## src/core/dra_pkg.sv

```systemverilog
// dra_pkg: constants, state encoding and carrier types of the dram refresh arbiter
// assumes one 200 MHz system clock; the cpu clock output arrives as a synchronous level
// What this block does
// - state advances on each falling edge of the 10 MHz cpu clock output
// - eight states in three bits; inputs: state, dram select, refresh latch
// - refresh request equals top state bit, row strobe equals middle bit
// - idle is 111, both outputs high, until select low or latch set
// - select low in idle: 101, 100, back to 111; row strobe two cycles
// - idle, select high, latch set: go to 010, refresh low, row high
// - refresh and row strobe never fall together; refresh falls first
// - after 010 go 001, 000 (row strobe low twice), then 011
// - refresh request low clears the pending refresh latch
// - select low in 010, 001, 000 or 011 pulls sync ready low
// - 011 with select high returns to idle 111
// - 011 with select low goes to 110, refresh high, row high
// - from 110 release sync ready and continue to 101, 100
// - idle with select and latch both active: access wins, refresh later
// - column strobe request is driven identical to row strobe request
// - arbiter starts idle at power-up
package dra_pkg;

	localparam int unsigned SYS_CLK_MHZ    = 200;
	localparam int unsigned CPU_CLK_MHZ    = 10;
	// system cycles per cpu clock; the edge detector needs at least two
	localparam int unsigned CPU_CLK_RATIO  = SYS_CLK_MHZ / CPU_CLK_MHZ;
	localparam int unsigned STATE_W        = 3;
	localparam int unsigned REFRESH_ROWS   = 256;
	localparam int unsigned REFRESH_MS     = 4;
	// falls spent in one refresh: arm, two strobes, recover
	localparam int unsigned REFRESH_STATES = 4;

	// implicit encoding 0..7 in this order gives the documented state numbers
	typedef enum logic [STATE_W-1:0] {
		DRA_REF_STROBE_B,   // 000
		DRA_REF_STROBE_A,   // 001
		DRA_REF_ARM,        // 010
		DRA_REF_RECOVER,    // 011
		DRA_ACC_STROBE_B,   // 100
		DRA_ACC_STROBE_A,   // 101
		DRA_ACC_REARM,      // 110
		DRA_IDLE            // 111
	} dra_state_t;

	localparam int unsigned BIT_HI  = 2;
	localparam int unsigned BIT_MID = 1;

	// strobes toward the external dram address controller, all active low
	typedef struct packed {
		logic refresh_request_n;
		logic row_strobe_request_n;
		logic column_strobe_request_n;
	} dra_ctl_t;

	localparam dra_ctl_t   CTL_RESET      = '{1'b1, 1'b1, 1'b1};
	localparam dra_state_t STATE_RESET    = DRA_IDLE;
	localparam logic       READY_RESET    = 1'b1;
	localparam logic       LATCH_RESET    = 1'b0;
	localparam logic       CPU_CLK_RESET  = 1'b0;

endpackage

```

## src/core/dra_arbiter.sv

```systemverilog
// dra_arbiter: shares the dram controller between cpu accesses and periodic refresh
// assumes i_cpu_clock_output, i_dram_select_n and i_timer_refresh_pulse are synchronous to i_clk_sys
`timescale 1ns/1ps
module dra_arbiter (
	// system
	input  wire logic            i_clk_sys,
	input  wire logic            i_rst,
	// processor side
	input  wire logic            i_cpu_clock_output,
	input  wire logic            i_dram_select_n,
	output logic                 o_sync_ready,
	// refresh interval timer
	input  wire logic            i_timer_refresh_pulse,
	output logic                 o_latched_refresh_view,
	// dram address controller
	output dra_pkg::dra_ctl_t    o_dram_ctl,
	output dra_pkg::dra_state_t  o_state
);
	import dra_pkg::*;

	// check bounds: two cpu clocks of system cycles, and the longest refresh in falls
	localparam int                 FALL_WAIT_MAX = 2 * CPU_CLK_RATIO;
	localparam logic [STATE_W-1:0] REF_FALLS_MAX = STATE_W'(REFRESH_STATES);

	logic        cpu_clk_prev_r;
	logic        cpu_fall;
	dra_state_t  state_r;
	dra_state_t  state_nxt;
	logic        ready_r;
	logic        ready_nxt;
	dra_ctl_t    ctl_r;
	dra_ctl_t    ctl_nxt;
	logic        latch_r;
	logic        sel_low;
	logic        in_refresh;

	// falling edge of the cpu clock, seen one system cycle late
	always_ff @(posedge i_clk_sys or posedge i_rst) begin
		if (i_rst) begin
			cpu_clk_prev_r <= CPU_CLK_RESET;
		end else begin
			cpu_clk_prev_r <= i_cpu_clock_output;
		end
	end

	assign cpu_fall   = cpu_clk_prev_r & ~i_cpu_clock_output;
	assign sel_low    = ~i_dram_select_n;
	assign in_refresh = (state_r == DRA_REF_ARM) || (state_r == DRA_REF_STROBE_A)
		|| (state_r == DRA_REF_STROBE_B) || (state_r == DRA_REF_RECOVER);

	// next state from state bits, dram select and the refresh latch only
	always_comb begin
		state_nxt = state_r;
		case (state_r)
			DRA_IDLE: begin
				if (sel_low) begin
					state_nxt = DRA_ACC_STROBE_A;
				end else if (latch_r) begin
					state_nxt = DRA_REF_ARM;
				end else begin
					state_nxt = DRA_IDLE;
				end
			end
			DRA_ACC_STROBE_A: state_nxt = DRA_ACC_STROBE_B;
			DRA_ACC_STROBE_B: state_nxt = DRA_IDLE;
			DRA_REF_ARM:      state_nxt = DRA_REF_STROBE_A;
			DRA_REF_STROBE_A: state_nxt = DRA_REF_STROBE_B;
			DRA_REF_STROBE_B: state_nxt = DRA_REF_RECOVER;
			DRA_REF_RECOVER: begin
				if (sel_low) begin
					state_nxt = DRA_ACC_REARM;
				end else begin
					state_nxt = DRA_IDLE;
				end
			end
			DRA_ACC_REARM:    state_nxt = DRA_ACC_STROBE_A;
			default:          state_nxt = DRA_IDLE;
		endcase
	end

	// wait states only while a cpu access collides with refresh
	always_comb begin
		ready_nxt = ~(sel_low & in_refresh);
	end

	// strobes follow the state bits; column strobe is a copy of row strobe
	always_comb begin
		ctl_nxt.refresh_request_n      = state_nxt[BIT_HI];
		ctl_nxt.row_strobe_request_n   = state_nxt[BIT_MID];
		ctl_nxt.column_strobe_request_n = state_nxt[BIT_MID];
	end

	always_ff @(posedge i_clk_sys or posedge i_rst) begin
		if (i_rst) begin
			state_r <= STATE_RESET;
		end else if (cpu_fall) begin
			state_r <= state_nxt;
		end
	end

	// separate flops so outputs leave straight from registers
	always_ff @(posedge i_clk_sys or posedge i_rst) begin
		if (i_rst) begin
			ctl_r <= CTL_RESET;
		end else if (cpu_fall) begin
			ctl_r <= ctl_nxt;
		end
	end

	always_ff @(posedge i_clk_sys or posedge i_rst) begin
		if (i_rst) begin
			ready_r <= READY_RESET;
		end else if (cpu_fall) begin
			ready_r <= ready_nxt;
		end
	end

	// pending refresh: set by timer, cleared while refresh request is low
	// runs on every system edge so a short timer pulse is never missed
	always_ff @(posedge i_clk_sys or posedge i_rst) begin
		if (i_rst) begin
			latch_r <= LATCH_RESET;
		end else if (i_timer_refresh_pulse) begin
			latch_r <= 1'b1;
		end else if (!ctl_r.refresh_request_n) begin
			latch_r <= 1'b0;
		end
	end

	assign o_sync_ready           = ready_r;
	assign o_latched_refresh_view = latch_r;
	assign o_dram_ctl             = ctl_r;
	assign o_state                = state_r;

	// helper: cpu falls spent inside one refresh; a stuck refresh would starve the cpu
	logic [STATE_W-1:0] ref_falls_r;

	always_ff @(posedge i_clk_sys or posedge i_rst) begin
		if (i_rst) begin
			ref_falls_r <= '0;
		end else if (!in_refresh) begin
			ref_falls_r <= '0;
		end else if (cpu_fall) begin
			ref_falls_r <= ref_falls_r + 1'b1;
		end
	end
endmodule // dra_arbiter

```

## config.mk

```make
export PLATFORM = sky130hd
export DESIGN_NAME = dra_arbiter
export DESIGN_NICKNAME = d
export VERILOG_FILES = /design/src/core/dra_pkg.sv /design/src/core/dra_arbiter.sv
export SDC_FILE = /design/constraint.sdc
export NUM_CORES = 1
export LEC_CHECK = 0
export ABC_AREA = 1
export BUFFER_PORTS_ARGS = -buffer_cell sky130_fd_sc_hd__buf_2
export CAP_MARGIN = 20
export CORE_AREA = 5 5 42 44
export CTS_CLUSTER_DIAMETER = 60
export DETAILED_ROUTE_END_ITERATION = 12
export DIE_AREA = 0 0 47 49
export PLACE_DENSITY_LB_ADDON = 0.2
export SETUP_SLACK_MARGIN = 0.4
export SLEW_MARGIN = 0
export SYNTH_ARGS = -nofsm -noshare
export SYNTH_HDL_FRONTEND = slang
export SYNTH_SLANG_ARGS = --single-unit
export TNS_END_PERCENT = 100
```

## constraint.sdc

```tcl
create_clock -name i_clk_sys -period 2.7 [get_ports i_clk_sys]
set_input_delay 0.54 -clock i_clk_sys [delete_from_list [all_inputs] [get_ports i_clk_sys]]
set_output_delay 0.54 -clock i_clk_sys [all_outputs]
set_load 0.1 [all_outputs]
```

After elaboration in Yosys (flattened, before gate mapping)

Index checks and enable logic that the tools add are counted.

Equal/unequal tests: 8
Multiplexer cells: 6
Bitwise gates (word level): 5
Reduce and logical (&&, ||, !) cells: 4

Operators by type and width:

| operator             | count |
|---|---|
| $pmux W3 S8          | 1 |
| $eq A3 B3 Y1 const B | 4 |
| $eq A3 B2 Y1 const B | 2 |
| $mux W3              | 2 |
| $eq A3 B1 Y1 const B | 1 |
| $logic_not A3 Y1     | 1 |
| $logic_or A1 B1 Y1   | 3 |
| $mux W1              | 3 |
| $not A1 Y1           | 3 |
| $and A1 B1 Y1        | 2 |
| $ne A2 B2 Y1 const B | 1 |

Input bits: 5
Logic and storage cells: 29
Register bits after elaboration: 8

Longest topological paths before layout

Gate-level depths: netlist of the first run.

Depth after elaboration: 6
Gate-level depth with buffers: 6

Least setup slack after synthesis of the first run

No wires, ideal clock.

Path type: register -> output
Start: register, netlist name o_state[1]
End: output o_dram_ctl[1] (netlist name)
Data required time: 2.160 ns
Stages on the path, launching flop included: 2
Setup slack: 0.893 ns
Arrival time: 1.267 ns
Path buffers: 1
Path through: dfstp_2 buf_4

RTL lines:

| element   | line              | text |
|---|---|---|
| to (decl) | dra_arbiter.sv:16 | `output dra_pkg::dra_ctl_t o_dram_ctl,` |

Worst setup path in the final report of the first run

Start: register state_r[1], in the netlist o_state[1]
End: output o_state[1]

RTL lines:

| element                | line              | text |
|---|---|---|
| from (decl)            | dra_arbiter.sv:27 | `dra_state_t state_r;` |
| from (signal assigned) | dra_arbiter.sv:97 | `state_r <= state_nxt;` |
| to (decl)              | dra_arbiter.sv:17 | `output dra_pkg::dra_state_t o_state` |

No word-level cell between the ends.

==> summary.md, run 1 <==
| Metric | Value |
|---|---|
| Core Util, Final | `28.66%` |
| Post-route cell area | `roughly 400 µm²` |
| Clk root buf | `clkbuf_4` |
| Initial drt markers | `4` |
| Worst rel slew slack | `~68%` |
| Run status | `finished, final reports clean` |
| Worst path slowest cell | `dfstp_2` |
| Cts bufs inserted | `3` |
| Critical path launch point type | `flip-flop` |
| Clk sinks | `6` |
| I/O Buffers | `12` |
| Reg area | `155.1 µm²` |
| Actual slew at the worst max-slew pin | `around 0.49 ns` |
| Fillers | `around 170` |
| RSZ-0062 raised after global routing | `no` |
| Commonest cells after routing, fill and taps aside | `nand2_1 (12), buf_2 (12), nor2_1 (5)` |
| Grt ovf | `0` |
| DR DRC count | `0` |
| Placed cell area | `between 300 and 400 µm²` |
| Flop2flop setup slack | `between 1.5 and 2 ns` |
| Post-Synthesis Cells | `40` |
| Mapped Area | `about 320 µm²` |
| Setup Crit Path Kind | `flip-flop to output pin` |
| GRT Util Overall | `6.454%` |
| Kind of cell adding the most delay to the critical path | `flip-flops` |
| Vias after detailed routing | `between 200 and 300` |
| Layout area overhead | `26.38%` |
| Buf/Inv on CP | `1` |
| CP endpoint kind | `output pin` |
| Postcts setup bufs | `0` |
| Layout Nets | `59` |
| Tmin final | `~1.8 ns` |
| Crit share post-route | `between 60% and 70%` |
| Synthesized flop and latch total | `6` |
| CP Cell Sequence | `buf_2` |
| Synth area leaders | `dfstp_2 (33%), dfrtp_1 (16%), nand2_1 (14%), buf_4 (7.1%), nor2_1 (5.9%)` |
| Clk_lat worst skew | `~0.25 ns` |
| Share of layout cells above drive strength 1 | `between 40% and 50%` |
| Clock slew at reported path FFs | `around 0.050 ns` |
| Syn Area/Cell | `about 7.9 µm²` |
| Max-Cap Viols | `0` |
| Fmax | `between 0.5 and 0.6 GHz` |
| Post_cts resized | `0` |
| Vias in the first global route | `roughly 260` |
| GP Congestion | `roughly 0.69` |
| H-Tree Depth | `1` |
| Number of placement rows | `14` |
| Yosys top cell by area | `dfstp_2` |
| Clock Tree Buf Depth | `2` |
| Synth warn | `0` |
| 1st-pass router iterations | `2` |
| Antenna cells | `0` |
| Sequential fraction of the synthesis area | `roughly half` |
| Avg WL per Cell | `slightly below 9 µm` |
| Setup Skew | `roughly 0.0044 ns` |
| Setup TNS | `0 ns` |
| Slew Viols, Final | `0` |
| Antenna violations before repair | `0` |
| Vias per Instance | `around 4` |
| Pin count of the biggest net entering global routing | `9` |
| Worst path max stage delay | `around 0.57 ns` |
| Total die area | `between 0.002 and 0.0025 mm²` |
| WP data arrival | `roughly 1.3 ns` |
| Die Width | `approximately 47 µm` |
| Core area | `about 0.0014 mm²` |
| Global-route wire length before repair | `1.028 mm` |
| Max FO, Critical Path | `7` |
| Final hold vios | `0` |
| Req. time, crit path | `2.16 ns` |
| Worst path depth | `1` |
| Synth cell types | `15` |
| Chip height | `~49 µm` |
| CTS tree | `yes` |
| CTS Hold Bufs | `0` |
| Hold crit path type | `input port to async pin` |
| I/O Pins | `13` |
| Post-synth net total | `45` |
| Starting Density | `roughly 23%` |
| Final wirelength | `roughly 600 µm` |
| Final ANT Viol Nets | `0` |
| Final Setup Violations | `0` |
| Top-area cell type share of the netlist area | `roughly 33%` |
| FF-to-FF path depth | `5` |
| Multi-input gate area | `about 120 µm²` |
-- cell families (layout without fill, tap and decap cells) --
logic type / count (synthesis) / in the layout / share of synthesized area, %
simple gates: 23 / 23 / 32.29
buf+inv: 8 / 21 / 12.99
flops: 6 / 6 / 48.82
compound gates: 3 / 3 / 5.903
-- through the flow --
| stage | setup slack [ns] | hold slack, ns | instances |
|---|---|---|---|
| global placement | 1.168 | 0.4678 | 65 |
| CTS | 0.8886 | 0.1973 | 69 |
| global route | 0.8486 | 0.2054 | 69 |
| finish | 0.9059 | 0.1983 | 69 |
| detailed placement | 1.159 | 0.4678 | 65 |
| floorplan | 0.8930 | 0.3281 | 40 |
-- Yosys cell counts --
master,instances
or2_0,1
dfrtp_1,2
nand2_1,12
nor2_2,1
inv_2,2
nor2_1,5
inv_1,3
nand3_1,2
nand3_2,1
nand2_2,1
dfstp_2,4
a21o_2,1
o21ai_1,1
o21ai_0,1
buf_4,3
-- area by class of cell --
type / instances / share of cell area, %
flip-flops and latches: 6 / 38.63
multi-input cells: 26 / 30.22
repair buffers: 12 / 14.95
inverters: 5 / 4.673
well taps: 16 / 4.984
clock buffers: 4 / 6.542
-- metal layers --
metal	GRT usage, %	vias to the layer above	share of wire, %
li1	-	143	-
met1	7.865	118	51
met5	0	-	0
met3	2.583	2	10
met2	8.371	13	36
met4	5.530	0	3.1
-- registers in the layout, summed over array words and instances (netlist names) --
name	count
o_latched_refresh_view	1
cpu_clk_prev_r	1
o_state	3
o_sync_ready	1
-- worst paths after layout --
path | start | end
hold reg to reg | o_sync_ready | o_sync_ready
setup / recovery | o_state[1] | o_state[1]
min in group i_clk_sys | i_cpu_clock_output | cpu_clk_prev_r
setup reg to reg | o_state[1] | o_state[2]
hold / removal | i_rst | o_latched_refresh_view
max in group asynchronous | i_rst | o_state[0]
Power of run 1 is not shown: default switching activity piles up to over one toggle a cycle in this logic, so the estimate is an artifact.
==> inputs of run 2 (changes only) <==
==> constraint.sdc (replaced) <==
create_clock -name i_clk_sys -period 1.7 [get_ports i_clk_sys]
set_input_delay 0.34 -clock i_clk_sys [delete_from_list [all_inputs] [get_ports i_clk_sys]]
set_output_delay 0.34 -clock i_clk_sys [all_outputs]
set_load 0.1 [all_outputs]
==> run 2 against run 1 <==
Against the previous run:
- routed wire length is 5.7% higher
- count of clock-buffer cells in the layout did not move
- cell area up 38%
- final cell count up 5.8%
- critical path depth is the same
- worst setup slack lost 0.65 ns
- clock skew rose by 0.0012 ns
- register-to-register slack worse by 1.2 ns
- first-iteration DRC count is 25% lower
- critical path type unchanged
- highest routed layer unchanged
- via count grew 4.0%
- worst hold slack better by 0.015 ns
==> summary.md, run 2 (synthesized netlist as in run 1, its figures left out) <==
| Metric | Value |
|---|---|
| Final hold vios | `0` |
| Pre-CTS WS | `~0.44 ns` |
| Req. time, crit path | `1.36 ns` |
| Chip height | `around 49 µm` |
| Vias after detailed routing | `between 200 and 300` |
| Core area | `roughly 0.0014 mm²` |
| Global-route wire length before repair | `a little over 1 mm` |
| Share of layout cells above drive strength 1 | `about half` |
| 1st-pass router iterations | `3` |
| Buf/Inv on CP | `1` |
| Pin count of the biggest net entering global routing | `9` |
| Kind of cell adding the most delay to the critical path | `flip-flops` |
| Run status | `finished, final reports clean` |
| Reg area | `roughly 170 µm²` |
| Final Worst Setup Slack | `around 0.26 ns` |
| GRT Util Overall | `under 10%` |
| Hold crit path type | `input port to flip-flop` |
| Commonest non-fill, non-tap cell in the layout | `nand2_1` |
| Worst path max stage delay | `0.67 ns` |
| Tmin final | `1.443 ns` |
| Commonest cells after routing, fill and taps aside | `nand2_1 (12), buf_12 (7), nor2_1 (5)` |
| GP Congestion | `roughly 0.74` |
| Clk root buf | `clkbuf_4` |
| Multi-input gate area | `between 100 and 150 µm²` |
| Final wirelength | `around 650 µm` |
| CP endpoint kind | `output pin` |
| Critical path launch point type | `flip-flop` |
| Final Setup Violations | `0` |
| Grt ovf | `0` |
| Final ANT Viol Nets | `0` |
| CP Cell Sequence | `buf_12` |
| Crit share post-route | `~85%` |
| Setup Crit Path Kind | `flip-flop to output pin` |
| Fmax | `0.6928 GHz` |
| Fillers | `about 150` |
| Clk_lat worst skew | `about 0.25 ns` |
| CTS tree | `yes` |
| Clk sinks | `6` |
| Clock Tree Buf Depth | `2` |
| Slew Viols, Final | `0` |
| H-Tree Depth | `1` |
| Layout area overhead | `74.41%` |
| Setup Skew | `around 0.0057 ns` |
| Number of placement rows | `14` |
| Antenna violations before repair | `0` |
| Cts bufs inserted | `3` |
| Avg WL per Cell | `8.890 µm` |
| Antenna cells | `0` |
| RSZ-0062 raised after global routing | `yes` |
| Die Width | `47 µm` |
| Max FFs per register | `3` |
| I/O Buffers | `12` |
| Starting Density | `22.68%` |
| Clock slew at reported path FFs | `about 0.05 ns` |
| Max-Cap Viols | `0` |
| Worst rel slew slack | `81.60%` |
| Layout Nets | `63` |
| I/O Pins | `13` |
| DR DRC count | `0` |
| WP data arrival | `roughly 1.1 ns` |
| Worst path slowest cell | `dfstp_4` |
| Vias in the first global route | `~250` |
| Total die area | `about 0.0023 mm²` |
| Initial drt markers | `3` |
| Max FO, Critical Path | `4` |
| Vias per Instance | `approximately 3.9` |
| Actual slew at the worst max-slew pin | `between 0.2 and 0.3 ns` |
| Setup TNS | `0 ns` |
| Dpl hpwl | `just over 500 µm` |
## run 2: changes by cell type in the layout (fill, tap and decap cells not counted), sizes merged
cell         previous run  this run
dlygate4sd3             0         1
buf                    12        15
## run 2: layout make-up
cell class | instances | share of cell area (%)
Clock buffer | 4 | 4.740
Inverter | 5 | 3.386
Multi-Input combinational cell | 26 | 21.90
Sequential cell | 6 | 30.25
Tap cell | 16 | 3.612
Timing Repair Buffer | 16 | 36.12
## run 2: per-layer routing
metal | up-vias | track usage (%) | wire length (µm)
met3 | 2 | 3.321 | 54
li1 | 152 | - | -
met4 | 0 | 6.912 | 15
met2 | 9 | 7.466 | 283
met1 | 124 | 8.705 | 295
met5 | - | 0 | 0
## run 2: final timing paths
path / from / endpoint / slack (ns) / depth (start not counted)
max: o_state[1] / o_dram_ctl[0] / 0.26 / 1
min: i_cpu_clock_output / cpu_clk_prev_r / 0.21 / 1
max reg2reg: o_state[1] / o_state[2] / 0.49 / 6
min reg2reg: o_latched_refresh_view / o_latched_refresh_view / 0.51 / 1
max in group asynchronous: i_rst / o_sync_ready / 0.89 / 3
min in group asynchronous: i_rst / cpu_clk_prev_r / 0.54 / 3
## run 2: per-stage QoR
step           cell area [µm²]  util, %  cells  hold slack (ns)
2_1_floorplan            367.9        -     40           0.1280
3_3_place_gp             478.0    34.11     65           0.2670
3_5_place_dp             478.0    34.11     65           0.2653
4_1_cts                  541.8    38.66     73           0.2033
5_1_grt                  554.3    39.55     73           0.2029
6_report                 554.3    39.55     73           0.2137
## run 2: timing repair
action | 4_1_cts | 5_1_grt
endpoints found under the hold margin | 2 | 0
setup endpoints to repair | 8 | 7
hold buffers | 1 | 0
resized for setup | 2 | 3
buffers inserted | 3 | 0
Power of run 2 is left out for the same reason.
